## src/pkg/hbs_pkg.sv

```systemverilog
package hbs_pkg;
	// Register byte offsets
	localparam logic [7:0] HBS_CTRL_OFS = 8'h00;
	localparam logic [7:0] HBS_ACCEPT_OFS = 8'h04;
	localparam logic [7:0] HBS_STATIC_OFS = 8'h08;
	localparam logic [7:0] HBS_SPDTHR_OFS = 8'h0C;
	localparam logic [7:0] HBS_ROTTO_OFS = 8'h10;
	localparam logic [7:0] HBS_STATUS_OFS = 8'h14;
	// Control field
	localparam int HBS_CTRL_ASSIGNED_BIT = 0;
	localparam logic HBS_CTRL_ASSIGNED_RST = 1'b1;
	// Reset values and ranges, ms or rpm
	localparam logic [11:0] HBS_ACCEPT_RST = 12'h0FA;
	localparam logic [11:0] HBS_ACCEPT_MIN = 12'h000;
	localparam logic [11:0] HBS_ACCEPT_MAX = 12'h1F4;
	localparam logic [11:0] HBS_STATIC_RST = 12'h096;
	localparam logic [11:0] HBS_STATIC_MIN = 12'h001;
	localparam logic [11:0] HBS_STATIC_MAX = 12'h3E8;
	localparam logic [11:0] HBS_SPDTHR_RST = 12'h01E;
	localparam logic [11:0] HBS_SPDTHR_MIN = 12'h000;
	localparam logic [11:0] HBS_SPDTHR_MAX = 12'hBB8;
	localparam logic [11:0] HBS_ROTTO_RST = 12'h1F4;
	localparam logic [11:0] HBS_ROTTO_MIN = 12'h001;
	localparam logic [11:0] HBS_ROTTO_MAX = 12'h3E8;
	// Fixed figures
	localparam logic [15:0] HBS_ROTATING_RPM = 16'h0014;
	localparam logic [11:0] HBS_ROT_HOLD_MS = 12'h032;
	// Time base
	localparam int HBS_CLK_MHZ = 250;
	localparam int HBS_MS_NS = 1000000;
	localparam int HBS_CYC_PER_MS = HBS_MS_NS / 1000 * HBS_CLK_MHZ;
	// AXI responses
	localparam logic [1:0] HBS_RESP_OKAY = 2'h0;
	localparam logic [1:0] HBS_RESP_SLVERR = 2'h2;

	typedef enum logic [2:0]
	{
		HBS_IDLE = 3'h0,
		HBS_RUN = 3'h1,
		HBS_ROT_WAIT = 3'h3,
		HBS_ROT_HOLD = 3'h2,
		HBS_STAT_HOLD = 3'h5,
		HBS_FAULT = 3'h4
	} hbs_state_t;
endpackage : hbs_pkg

```

## src/hbs_brake_sequencer.sv

```systemverilog
// The AXI4-Lite register port and the register offsets were decided locally.
`timescale 1ns/1ps
`default_nettype none
module hbs_brake_sequencer #(
	parameter int CYC_PER_MS = hbs_pkg::HBS_CYC_PER_MS
)(
	// Clock and reset
	input wire logic ref_clk,
	input wire logic resetn,
	// AXI4-Lite write
	input wire logic [7:0] s_axi_awaddr,
	input wire logic s_axi_awvalid,
	output logic s_axi_awready,
	input wire logic [31:0] s_axi_wdata,
	input wire logic [3:0] s_axi_wstrb,
	input wire logic s_axi_wvalid,
	output logic s_axi_wready,
	output logic [1:0] s_axi_bresp,
	output logic s_axi_bvalid,
	input wire logic s_axi_bready,
	// AXI4-Lite read
	input wire logic [7:0] s_axi_araddr,
	input wire logic s_axi_arvalid,
	output logic s_axi_arready,
	output logic [31:0] s_axi_rdata,
	output logic [1:0] s_axi_rresp,
	output logic s_axi_rvalid,
	input wire logic s_axi_rready,
	// Drive inputs
	input wire logic servoEnable,
	input wire logic driveFault,
	input wire logic [15:0] speedRpm,
	// Sequencer outputs
	output logic brakeRelease,
	output logic motorEnergize,
	output logic zeroSpeedStop,
	output logic cmdAccept
);
	localparam int PW = $clog2(CYC_PER_MS + 1);

	function automatic logic [11:0] clampVal(input logic [31:0] v,
		input logic [11:0] lo, input logic [11:0] hi);
		if (v > {20'h0, hi})
			return hi;
		if (v < {20'h0, lo})
			return lo;
		return v[11:0];
	endfunction : clampVal

	function automatic logic [31:0] mergeBytes(input logic [31:0] old,
		input logic [31:0] nw, input logic [3:0] strb);
		logic [31:0] r;
		r = old;
		for (int i = 0; i < 4; i++)
			if (strb[i])
				r[i*8 +: 8] = nw[i*8 +: 8];
		return r;
	endfunction : mergeBytes

	// Pin synchronisers; speed comes from same-clock estimator logic
	logic [1:0] enSync_r, fltSync_r;
	logic en, flt;
	always_ff @(posedge ref_clk or negedge resetn)
		if (!resetn)
		begin
			enSync_r <= 2'h0;
			fltSync_r <= 2'h0;
		end
		else
		begin
			enSync_r <= {enSync_r[0], servoEnable};
			fltSync_r <= {fltSync_r[0], driveFault};
		end
	assign en = enSync_r[1];
	assign flt = fltSync_r[1];

	// Registers
	logic assigned_r, assigned_nxt;
	logic [11:0] acceptDly_r, acceptDly_nxt, staticDly_r, staticDly_nxt;
	logic [11:0] spdThr_r, spdThr_nxt, rotTo_r, rotTo_nxt;
	hbs_pkg::hbs_state_t state_r, state_nxt;
	logic [PW-1:0] presc_r, presc_nxt;
	logic [11:0] ms_r, ms_nxt;
	logic brake_nxt, energize_nxt, zero_nxt, accept_nxt;

	always_comb
	begin
		state_nxt = state_r;
		unique case (state_r)
			hbs_pkg::HBS_IDLE:
				if (en)
					state_nxt = hbs_pkg::HBS_RUN;
			hbs_pkg::HBS_RUN:
				if (!en)
				begin
					if (speedRpm >= hbs_pkg::HBS_ROTATING_RPM)
						state_nxt = hbs_pkg::HBS_ROT_WAIT;
					else
						state_nxt = hbs_pkg::HBS_STAT_HOLD;
				end
			hbs_pkg::HBS_ROT_WAIT:
				if (speedRpm <= {4'h0, spdThr_r}
					|| ms_r >= rotTo_r)
					state_nxt = hbs_pkg::HBS_ROT_HOLD;
			hbs_pkg::HBS_ROT_HOLD:
				if (ms_r >= hbs_pkg::HBS_ROT_HOLD_MS)
					state_nxt = hbs_pkg::HBS_IDLE;
			hbs_pkg::HBS_STAT_HOLD:
				if (ms_r >= staticDly_r)
					state_nxt = hbs_pkg::HBS_IDLE;
			hbs_pkg::HBS_FAULT:
				if (!en)
					state_nxt = hbs_pkg::HBS_IDLE;
			default:
				state_nxt = hbs_pkg::HBS_FAULT;
		endcase
		if (flt)
			state_nxt = hbs_pkg::HBS_FAULT;
		// Time base restarts on every state entry, so delays are exact
		presc_nxt = '0;
		ms_nxt = '0;
		if (state_nxt == state_r)
		begin
			ms_nxt = ms_r;
			presc_nxt = presc_r + PW'(1);
			if (presc_r == PW'(CYC_PER_MS - 1))
			begin
				presc_nxt = '0;
				if (ms_r != 12'hFFF)
					ms_nxt = ms_r + 12'h001;
			end
		end
		energize_nxt = state_nxt inside {hbs_pkg::HBS_RUN,
			hbs_pkg::HBS_ROT_WAIT, hbs_pkg::HBS_ROT_HOLD,
			hbs_pkg::HBS_STAT_HOLD};
		brake_nxt = assigned_r && state_nxt inside {hbs_pkg::HBS_RUN,
			hbs_pkg::HBS_ROT_WAIT};
		zero_nxt = state_nxt == hbs_pkg::HBS_ROT_WAIT;
		accept_nxt = state_nxt == hbs_pkg::HBS_RUN
			&& (!assigned_r || ms_nxt >= acceptDly_r);
	end

	always_ff @(posedge ref_clk or negedge resetn)
		if (!resetn)
		begin
			state_r <= hbs_pkg::HBS_IDLE;
			presc_r <= '0;
			ms_r <= 12'h000;
			brakeRelease <= 1'b0;
			motorEnergize <= 1'b0;
			zeroSpeedStop <= 1'b0;
			cmdAccept <= 1'b0;
		end
		else
		begin
			state_r <= state_nxt;
			presc_r <= presc_nxt;
			ms_r <= ms_nxt;
			brakeRelease <= brake_nxt;
			motorEnergize <= energize_nxt;
			zeroSpeedStop <= zero_nxt;
			cmdAccept <= accept_nxt;
		end

	// AXI4-Lite slave: address and data taken together, answer next cycle
	logic wrGo, rdGo;
	logic bvalid_nxt, rvalid_nxt;
	logic [1:0] bresp_nxt, rresp_nxt;
	logic [31:0] rdata_nxt, wword;
	// Decoded words: bit 32 marks a mapped offset
	logic [32:0] wrReg, rdReg;
	logic [31:0] status;
	assign s_axi_awready = !s_axi_bvalid && s_axi_awvalid && s_axi_wvalid;
	assign s_axi_wready = s_axi_awready;
	assign s_axi_arready = !s_axi_rvalid;
	assign wrGo = s_axi_awready;
	assign rdGo = s_axi_arvalid && s_axi_arready;
	assign status = {24'h0, 1'b0, state_r, zeroSpeedStop, cmdAccept,
		motorEnergize, brakeRelease};

	function automatic logic [32:0] readReg(input logic [7:0] a);
		case (a)
			hbs_pkg::HBS_CTRL_OFS: return {1'b1, 31'h0, assigned_r};
			hbs_pkg::HBS_ACCEPT_OFS: return {1'b1, 20'h0, acceptDly_r};
			hbs_pkg::HBS_STATIC_OFS: return {1'b1, 20'h0, staticDly_r};
			hbs_pkg::HBS_SPDTHR_OFS: return {1'b1, 20'h0, spdThr_r};
			hbs_pkg::HBS_ROTTO_OFS: return {1'b1, 20'h0, rotTo_r};
			hbs_pkg::HBS_STATUS_OFS: return {1'b1, status};
			default: return 33'h0;
		endcase
	endfunction : readReg

	always_comb
	begin
		assigned_nxt = assigned_r;
		acceptDly_nxt = acceptDly_r;
		staticDly_nxt = staticDly_r;
		spdThr_nxt = spdThr_r;
		rotTo_nxt = rotTo_r;
		wrReg = readReg(s_axi_awaddr);
		rdReg = readReg(s_axi_araddr);
		wword = mergeBytes(wrReg[31:0], s_axi_wdata, s_axi_wstrb);
		bvalid_nxt = s_axi_bvalid && !s_axi_bready;
		bresp_nxt = s_axi_bresp;
		if (wrGo)
		begin
			bvalid_nxt = 1'b1;
			bresp_nxt = wrReg[32] ? hbs_pkg::HBS_RESP_OKAY
				: hbs_pkg::HBS_RESP_SLVERR;
			// Writes clamp to the legal range rather than fault
			case (s_axi_awaddr)
				hbs_pkg::HBS_CTRL_OFS:
					assigned_nxt = wword[hbs_pkg::HBS_CTRL_ASSIGNED_BIT];
				hbs_pkg::HBS_ACCEPT_OFS:
					acceptDly_nxt = clampVal(wword, hbs_pkg::HBS_ACCEPT_MIN,
						hbs_pkg::HBS_ACCEPT_MAX);
				hbs_pkg::HBS_STATIC_OFS:
					staticDly_nxt = clampVal(wword, hbs_pkg::HBS_STATIC_MIN,
						hbs_pkg::HBS_STATIC_MAX);
				hbs_pkg::HBS_SPDTHR_OFS:
					spdThr_nxt = clampVal(wword, hbs_pkg::HBS_SPDTHR_MIN,
						hbs_pkg::HBS_SPDTHR_MAX);
				hbs_pkg::HBS_ROTTO_OFS:
					rotTo_nxt = clampVal(wword, hbs_pkg::HBS_ROTTO_MIN,
						hbs_pkg::HBS_ROTTO_MAX);
				default:
					assigned_nxt = assigned_r;
			endcase
		end
		rvalid_nxt = s_axi_rvalid && !s_axi_rready;
		rresp_nxt = s_axi_rresp;
		rdata_nxt = s_axi_rdata;
		if (rdGo)
		begin
			rvalid_nxt = 1'b1;
			rdata_nxt = rdReg[31:0];
			rresp_nxt = rdReg[32] ? hbs_pkg::HBS_RESP_OKAY
				: hbs_pkg::HBS_RESP_SLVERR;
		end
	end

	always_ff @(posedge ref_clk or negedge resetn)
		if (!resetn)
		begin
			assigned_r <= hbs_pkg::HBS_CTRL_ASSIGNED_RST;
			acceptDly_r <= hbs_pkg::HBS_ACCEPT_RST;
			staticDly_r <= hbs_pkg::HBS_STATIC_RST;
			spdThr_r <= hbs_pkg::HBS_SPDTHR_RST;
			rotTo_r <= hbs_pkg::HBS_ROTTO_RST;
			s_axi_bvalid <= 1'b0;
			s_axi_bresp <= 2'h0;
			s_axi_rvalid <= 1'b0;
			s_axi_rresp <= 2'h0;
			s_axi_rdata <= 32'h0;
		end
		else
		begin
			assigned_r <= assigned_nxt;
			acceptDly_r <= acceptDly_nxt;
			staticDly_r <= staticDly_nxt;
			spdThr_r <= spdThr_nxt;
			rotTo_r <= rotTo_nxt;
			s_axi_bvalid <= bvalid_nxt;
			s_axi_bresp <= bresp_nxt;
			s_axi_rvalid <= rvalid_nxt;
			s_axi_rresp <= rresp_nxt;
			s_axi_rdata <= rdata_nxt;
		end
endmodule : hbs_brake_sequencer
`default_nettype wire

```

## config.mk

```make
export PLATFORM = sky130hd
export DESIGN_NAME = hbs_brake_sequencer
export DESIGN_NICKNAME = d
export VERILOG_FILES = /design/src/pkg/hbs_pkg.sv /design/src/hbs_brake_sequencer.sv
export SDC_FILE = /design/constraint.sdc
export NUM_CORES = 1
export LEC_CHECK = 0
export ABC_AREA = 0
export BUFFER_PORTS_ARGS = -buffer_cell sky130_fd_sc_hd__buf_2
export CORE_MARGIN = 2
export CORE_UTILIZATION = 45
export CTS_BUF_LIST = sky130_fd_sc_hd__clkbuf_4
export CTS_CLUSTER_DIAMETER = 30
export DETAILED_ROUTE_END_ITERATION = 12
export PLACE_DENSITY = 0.72
export SLEW_MARGIN = 10
export SYNTH_ARGS = -nofsm -noshare
export SYNTH_HDL_FRONTEND = slang
export SYNTH_SLANG_ARGS = --single-unit
```

## constraint.sdc

```tcl
create_clock -name ref_clk -period 10.8 [get_ports ref_clk]
set_input_delay 1.08 -clock ref_clk [delete_from_list [all_inputs] [get_ports ref_clk]]
set_output_delay 1.08 -clock ref_clk [all_outputs]
set_load 0.005 [all_outputs]
```

==> summary.txt, run 1 <==
Tmin final = 5.83 ns
DR pass1 iterations = 6
Post-CTS sizing = 0
Distinct cells, synth = 74
Setup crit end kind = register
Setup bufs post-CTS = 0
Largest net degree at the start of global routing = 61
Cell taking the most area after synthesis = dfrtp_1
Antenna violations before repair = 2
Area grow syn2layout = 7.96%
Worst rel slew slack = 28.9%
Vias per cell = 6.16
Hold-critical path depth = 0
Cell with the most instances after synthesis = dfrtp_1
Full die area = 19000 um2
TritonCTS Buffers = 9
Slew Viols, Final = 0
Leak = 3.87 nW
Sequential area share after synthesis = 33.2%
CP max FO = 34
Utilization after layout = 50.0%
Post-synth EDFFs = 0
Endpoints failing hold = 0
Worst setup margin = 4.97 ns
RSZ-0062 raised after global routing = no
Hold_sp = fltSync_r[0]$_DFF_PN0_
Die H = 138 um
Total power = 0.882 mW
Reg-to-reg endpoint = cmdAccept$_DFF_PN0_
Min Hold Slack = 0.374 ns
Finished Layout Cells = 1219
Cells after Synth = 926
Buffers from clock root to sink, at most = 2
Total Nets Final = 1115
Remaining DRCs = 0
Worst vdd ir = 55.8 uV
CP dominant cell by count = o21ai_0
Post-synth top area share = 26.4%
Data required time of the worst path = 11.21 ns
DRT antenna net count = 0
Worst hold path endpoint = fltSync_r[1]$_DFF_PN0_
Skew-Pair Late Insertion Delay = 0.49 ns
Reg2reg setup slack = 4.97 ns
DR vias = 7506
CP Class = reg2reg
Max Cap Viol = 0
Worst reg2reg startpoint = state_r[0]$_DFF_PN0_
First-pass GRT wire length = 38.5 mm
CP max stage delay = 0.95 ns
Worst-case reg-to-reg path depth = 14
CTS Hold Bufs = 0
Reg area = 2680 um2
Sink Count = 106
Main synth FF type = dfrtp_1
Top post-synthesis cells by area = dfrtp_1 26%, ha_1 7.9%, dfstp_2 6.8%
Ys async rst share = 100%
PD cells = 101 nW/um2
Yosys warnings = 0
Final Setup Violations = 0
CTS tree = built
1st-iter DRT viols = 915
Seq cells post-synth = 106
GPL Wtd Cong = 0.946
Worst path bufs/invs = 2
Design Area, Final = 8700 um2
Core Rows = 48
Setup TNS = 0 ns
Worst path cell trace = buf_4 -> clkinv_1 -> or4b_2 -> a211oi_1 -> o2bb2ai_1 -> o31a_2 -> mux2i_1 -> ha_1 -> a2111o_1 -> a31oi_1 -> o21ai_0 -> a221oi_1 -> o21ai_0 -> and4_1
Top delay family on crit path = compound AO/OA/AOI/OAI gates
Slowest library cell on the worst path = or4b_2
Synthesized area per cell = 8.70 um2
Total wire length = 24.1 mm
Dpl hpwl = 17.9 mm
GRT overflow = 0
CP startpoint kind = register
Slew @ Worst Pin = 1.07 ns
Status = complete, no violations
Number of global-route vias before repair = 7091
Mapped Area = 8060 um2
Worst Hold Class = reg2reg
Commonest cells in the netlist = 85 x dfrtp_1, 79 x nand2_1, 62 x nor2_1
Final worst path period share = 53.9%
Clk_skew = 0.0177 ns
Ports = 122
Multi-input logic area = 4840 um2
CTS clk-pin slew, worst paths = 0.18 ns
FMAX = 172 MHz
GRT Util Overall = 26.2%
CORE AREA = 17400 um2
Ratio of cells with drive above 1 in the final layout = 17.7%
Dpl cell area = 8570 um2
# fillers = 1691
Setup slack at placement = 5.06 ns
Die extent in x = 138 um
Initial cell density of the core = 46.3%
Critical Path AT = 6.23 ns
Inst Count DP = 1201
Port bufs = 99
CTS Root Cell = clkbuf_4
H-tree levels = 3
Wire length per cell = 19.7 um
==> cell type report <==
type / count / area share, %
sequential: 106 / 30.8
timing repair buffer: 105 / 6.24
clock buffer: 10 / 0.863
clock inverter: 6 / 0.575
multi-input combinational: 705 / 55.7
inverter: 60 / 2.59
tap: 225 / 3.24
antenna: 2 / 0.0575
==> power by group <==
| part | total (mW) | leakage, nW | internal (mW) | switching, mW |
|---|---|---|---|---|
| logic | 0.249 | 2.48 | 0.0830 | 0.166 |
| registers | 0.432 | 1.33 | 0.413 | 0.0184 |
| clock network | 0.201 | 0.0636 | 0.0524 | 0.149 |
==> kinds of logic (layout without fill, tap and decap cells) <==
kind of cell / Yosys count / after routing / share of synthesized area, %
adders and majority gates: 51 / 51 / 7.92
DFF: 106 / 106 / 33.2
other: 1 / 24 / 0.0465
and+or+nand+nor: 348 / 348 / 22.9
muxes: 64 / 64 / 8.15
xor gates and xnor gates: 23 / 23 / 2.50
buffers and inverters: 136 / 181 / 7.90
AOI/OAI and AO/OA: 197 / 197 / 17.4
==> flip-flops by register name (all words and copies together), names as in the netlist <==
register / count
state_r: 3
presc_r: 18
enSync_r: 2
spdThr_r: 12
acceptDly_r: 12
s_axi_bvalid: 1
s_axi_rvalid: 1
fltSync_r: 2
rotTo_r: 12
brakeRelease: 1
assigned_r: 1
zeroSpeedStop: 1
motorEnergize: 1
s_axi_bresp: 1
s_axi_rresp: 1
s_axi_rdata: 12
staticDly_r: 12
ms_r: 12
cmdAccept: 1
==> placed cells by master, fill, tap and decap left out, drive strengths merged, types with 6 or more instances in the layout <==
| cell type | count |
|---|---|
| a21o | 12 |
| buf | 105 |
| a211oi | 8 |
| a221oi | 6 |
| inv | 60 |
| dfstp | 21 |
| a22o | 12 |
| a31oi | 6 |
| o31ai | 8 |
| a22oi | 22 |
| nand2b | 9 |
| xor2 | 8 |
| o211ai | 9 |
| and3 | 15 |
| dfrtp | 85 |
| nor3 | 19 |
| and2 | 8 |
| a21oi | 24 |
| nor2b | 10 |
| ha | 51 |
| nor2 | 62 |
| nand3 | 50 |
| conb | 22 |
| mux2i | 51 |
| o21ai | 39 |
| xnor2 | 15 |
| nand4 | 44 |
| o22ai | 12 |
| nor4 | 19 |
| clkbuf | 10 |
| mux2 | 13 |
| nand2 | 79 |
==> how the worst max path moves through the flow <==
stage                                     from                   to  slack (ns)  cells past startpoint
final                     state_r[0]$_DFF_PN0_  cmdAccept$_DFF_PN0_        4.97                     14
after global placement    state_r[0]$_DFF_PN0_  cmdAccept$_DFF_PN0_        5.27                     14
after CTS                 state_r[0]$_DFF_PN0_  cmdAccept$_DFF_PN0_        5.03                     14
after detailed placement  state_r[0]$_DFF_PN0_  cmdAccept$_DFF_PN0_        5.06                     14
after floorplan                    speedRpm[9]  cmdAccept$_DFF_PN0_        6.32                     17
after global routing      state_r[0]$_DFF_PN0_  cmdAccept$_DFF_PN0_        4.57                     14
==> per-layer routing <==
| metal | track usage [%] | wire length, um |
|---|---|---|
| met1 | 37.0 | 10600 |
| met2 | 39.6 | 10500 |
| met3 | 5.41 | 2040 |
| met4 | 9.81 | 870 |
| met5 | 0 | 0 |
Note: power is estimated with default switching activity, not from simulation.
==> run 2, diff against run 1 <==
--- a/config.mk
+++ b/config.mk
@@ -5,14 +5,14 @@
 export SDC_FILE = /design/constraint.sdc
 export NUM_CORES = 1
 export LEC_CHECK = 0
-export ABC_AREA = 0
+export ABC_AREA = 1
 export BUFFER_PORTS_ARGS = -buffer_cell sky130_fd_sc_hd__buf_2
 export CORE_MARGIN = 2
 export CORE_UTILIZATION = 45
 export CTS_BUF_LIST = sky130_fd_sc_hd__clkbuf_4
 export CTS_CLUSTER_DIAMETER = 30
 export DETAILED_ROUTE_END_ITERATION = 12
-export PLACE_DENSITY = 0.72
+export PLACE_DENSITY = 0.75
 export SLEW_MARGIN = 10
 export SYNTH_ARGS = -nofsm -noshare
 export SYNTH_HDL_FRONTEND = slang
==> constraint.sdc (replaced) <==
create_clock -name ref_clk -period 5.25 [get_ports ref_clk]
set_input_delay 0.525 -clock ref_clk [delete_from_list [all_inputs] [get_ports ref_clk]]
set_output_delay 0.525 -clock ref_clk [all_outputs]
set_load 0.005 [all_outputs]
==> run 2 against run 1 <==
Net effect:
- clock power grew 140%
- cell area shrank 3.9%
- flip-flop and latch count is the same
- sequential share of layout area grew 1.3 points
- fmax grew 52%
- register-to-register slack lost 3.6 ns
- critical endpoint unchanged
- synthesized area shrank 5.8%
- combinational power shrank 7%
- highest routed layer unchanged
- sequential power grew 100%
==> summary.txt, run 2 <==
Status = complete, no violations
Commonest non-fill, non-tap cell in the layout = nand2_1
GPL Wtd Cong = 0.977 (+3.3%)
FMAX = 261 MHz (+52%)
Worst Hold Class = in2async
Post-CTS sizing = 0 (unchanged)
1st-iter DRT viols = 975 (+6.6%)
Worst rel slew slack = 36.3% (+7.4 points)
Setup crit end kind = register
Max Cap Viol = 0 (unchanged)
Met3 usage in global routing = 5.48% (+0.072 points)
Synth Area in Compound Gates = 12.0% (-5.3 points)
CTS Root Cell = clkbuf_4
Ys async rst share = 100% (unchanged)
Area grow syn2layout = 10.1%
Remaining DRCs = 0 (unchanged)
Data required time of the worst path = 5.68 ns (-5.53 ns)
Antenna violations before repair = 2 (unchanged)
GR Layer Usage met1 = 35.9% (-1.1 points)
Seq cells post-synth = 106 (unchanged)
Sequential area share after synthesis = 35.3% (+2.0 points)
Number of global-route vias before repair = 6736 (-5.0%)
Reg2reg setup slack = 1.42 ns (-3.56 ns)
PD cells = 190 nW/um2 (+88%)
Commonest non-fill, non-tap cells in the layout = 235 x nand2_1, 155 x nor2_1, 127 x inv_1, 98 x buf_2, 85 x dfrtp_1
Ports = 122 (unchanged)
Top post-synthesis cells by area = dfrtp_1 28%, nand2_1 12%, ha_1 8.4%
Ratio of cells with drive above 1 in the final layout = 18.0% (+0.23 points)
Tmin final = 3.83 ns (-1.99 ns)
Die H = 134 um (-2.9%)
Worst-case reg-to-reg path depth = 24 (+10)
CTS tree = built
M2 GR Usage = 36.9% (-2.6 points)
Max FFs per register = 18 (unchanged)
Slew @ Worst Pin = 0.948 ns (-0.119 ns)
Worst vdd ir = 97.4 uV (+75%)
Yosys warnings = 0 (unchanged)
Clk_skew = 0.0264 ns (+0.00873 ns)
Skew-Pair Late Insertion Delay = 0.53 ns (+0.04 ns)
Cell with the most instances after synthesis = nand2_1
CTS Hold Bufs = 0 (unchanged)
Reg-to-reg endpoint = cmdAccept$_DFF_PN0_
Cells after Synth = 1048 (+13%)
Vias per cell = 5.36 (-13%)
Main synth FF type = dfrtp_1
Setup bufs post-CTS = 0 (unchanged)
First-pass GRT wire length = 35.0 mm (-9.1%)
Final worst path period share = 73.0% (+19 points)
Min Hold Slack = 0.0259 ns (-0.348 ns)
Slew Viols, Final = 0 (unchanged)
Leak = 4.17 nW (+7.8%)
Full die area = 17900 um2 (-5.6%)
Post-synth top area share = 28.0% (+1.6 points)
CP max FO = 11 (-68%)
Endpoints failing hold = 0 (unchanged)
Port bufs = 99 (unchanged)
Largest family of logic cells by synthesized area = simple AND/OR/NAND/NOR gates
Die extent in x = 134 um (-2.9%)
Synth Area in Adders = 8.41% (+0.49 points)
Final Setup Violations = 0 (unchanged)
DRT antenna net count = 0 (unchanged)
Initial cell density of the core = 45.9% (-0.33 points)
TritonCTS Buffers = 9 (unchanged)
Largest net degree at the start of global routing = 60 (-1.6%)
GRT overflow = 0 (unchanged)
CP Class = reg2reg
Setup TNS = 0 ns (unchanged)
Simple-Gate Fraction of Synth Area = 32.2% (+9.4 points)
Critical Path AT = 4.26 ns (-1.97 ns)
RSZ-0062 raised after global routing = no
H-tree levels = 3 (unchanged)
GRT Util Overall = 25.0% (-1.2 points)
DR vias = 7338 (-2.2%)
Total wire length = 21.8 mm (-9.6%)
Commonest cells in the netlist = 235 x nand2_1, 155 x nor2_1, 127 x inv_1
CORE AREA = 16500 um2 (-5.1%)
Top reg by flops = presc_r
Dpl hpwl = 17.3 mm (-3.7%)
GR peak layer = met2
Post-synth EDFFs = 0 (unchanged)
Total Nets Final = 1269 (+14%)
Sink Count = 106 (unchanged)
Mux contribution to synthesized area = 0% (-8.2 points)
Cell taking the most area after synthesis = dfrtp_1
Buffers from clock root to sink, at most = 2 (unchanged)
Wire length per cell = 15.9 um (-19%)
Synth Area in XOR/XNOR = 1.38% (-1.1 points)
CTS clk-pin slew, worst paths = 0.18 ns (about the same)
Core Rows = 47 (-2.1%)
Distinct cells, synth = 56 (-24%)
DR pass1 iterations = 8 (+2)
CP startpoint kind = register
Synthesized area per cell = 7.24 um2 (-17%)
Mapped Area = 7590 um2 (-5.8%)
Worst reg2reg startpoint = spdThr_r[2]$_DFFE_PN1P_
## run 2: logic make-up (layout without fill, tap and decap cells)
logic type,Yosys count,count (layout)
xor gates and xnor gates,12,12
other,1,25
buffers and inverters,180,257
adders and majority gates,51,51
DFF,106,106
AOI/OAI and AO/OA,151,151
and+or+nand+nor,547,547
## run 2: metal layers
metal  vias to the layer above  wire [um]
met2                       363       9260
met4                         0        680
met3                        57       2300
met5                         -          0
li1                       3551          -
met1                      3367       9530
## run 2: report_power, final
part / leakage (nW) / internal [mW] / switching, mW / total, mW
logic: 2.76 / 0.0778 / 0.154 / 0.232
clock network: 0.0874 / 0.201 / 0.289 / 0.490
registers: 1.32 / 0.845 / 0.0227 / 0.868
## run 2: layout make-up
cell class / count / area, um2
inverter: 138 / 518
antenna: 3 / 7.51
clock inverter: 6 / 90.1
clock buffer: 10 / 75.1
multi-input combinational: 783 / 4190
fill: 1641 / 8170
sequential: 106 / 2680
tap: 220 / 275
timing repair buffer: 103 / 528
## run 2: worst max path at each step
stage | slack (ns) | end | start
after floorplan | 2.05 | cmdAccept$_DFF_PN0_ | spdThr_r[1]$_DFFE_PN1P_
after global placement | 1.47 | cmdAccept$_DFF_PN0_ | speedRpm[7]
after detailed placement | 1.35 | cmdAccept$_DFF_PN0_ | speedRpm[7]
after CTS | 1.43 | cmdAccept$_DFF_PN0_ | spdThr_r[2]$_DFFE_PN1P_
after global routing | 0.89 | cmdAccept$_DFF_PN0_ | staticDly_r[7]$_DFFE_PN1P_
final | 1.42 | cmdAccept$_DFF_PN0_ | spdThr_r[2]$_DFFE_PN1P_
## run 2: critical path, cell delays in order (launching register included)
cell	delay (ns)
dfstp_2	0.61
inv_1	0.10
ha_1	0.29
nand2_1	0.07
o21a_1	0.18
nor2_1	0.07
o21ai_0	0.09
nand2_1	0.14
nand3_1	0.09
nand3_1	0.12
nand2_1	0.11
nand2_1	0.09
nand3_1	0.33
nor2_1	0.26
ha_1	0.26
a21boi_0	0.12
o21a_1	0.16
o21ai_0	0.14
nand2_1	0.06
nand2_1	0.05
nand2_1	0.06
nand3_1	0.08
nand2_1	0.05
a31oi_1	0.12
nor2_1	0.06
## run 2: metrics by stage
step / utilization [%] / setup WS, ns / area [um2] / power (mW) / cells
5_1_grt: 50.6 / 0.886 / 8360 / 1.66 / 1369
4_1_cts: 50.5 / 1.43 / 8350 / 1.60 / 1366
3_5_place_dp: 49.5 / 1.35 / 8190 / 1.11 / 1350
6_report: 50.6 / 1.42 / 8360 / 1.59 / 1369
3_3_place_gp: 49.5 / 1.47 / 8190 / 1.11 / 1350
2_1_floorplan: - / 2.05 / 7670 / 1.03 / 1069
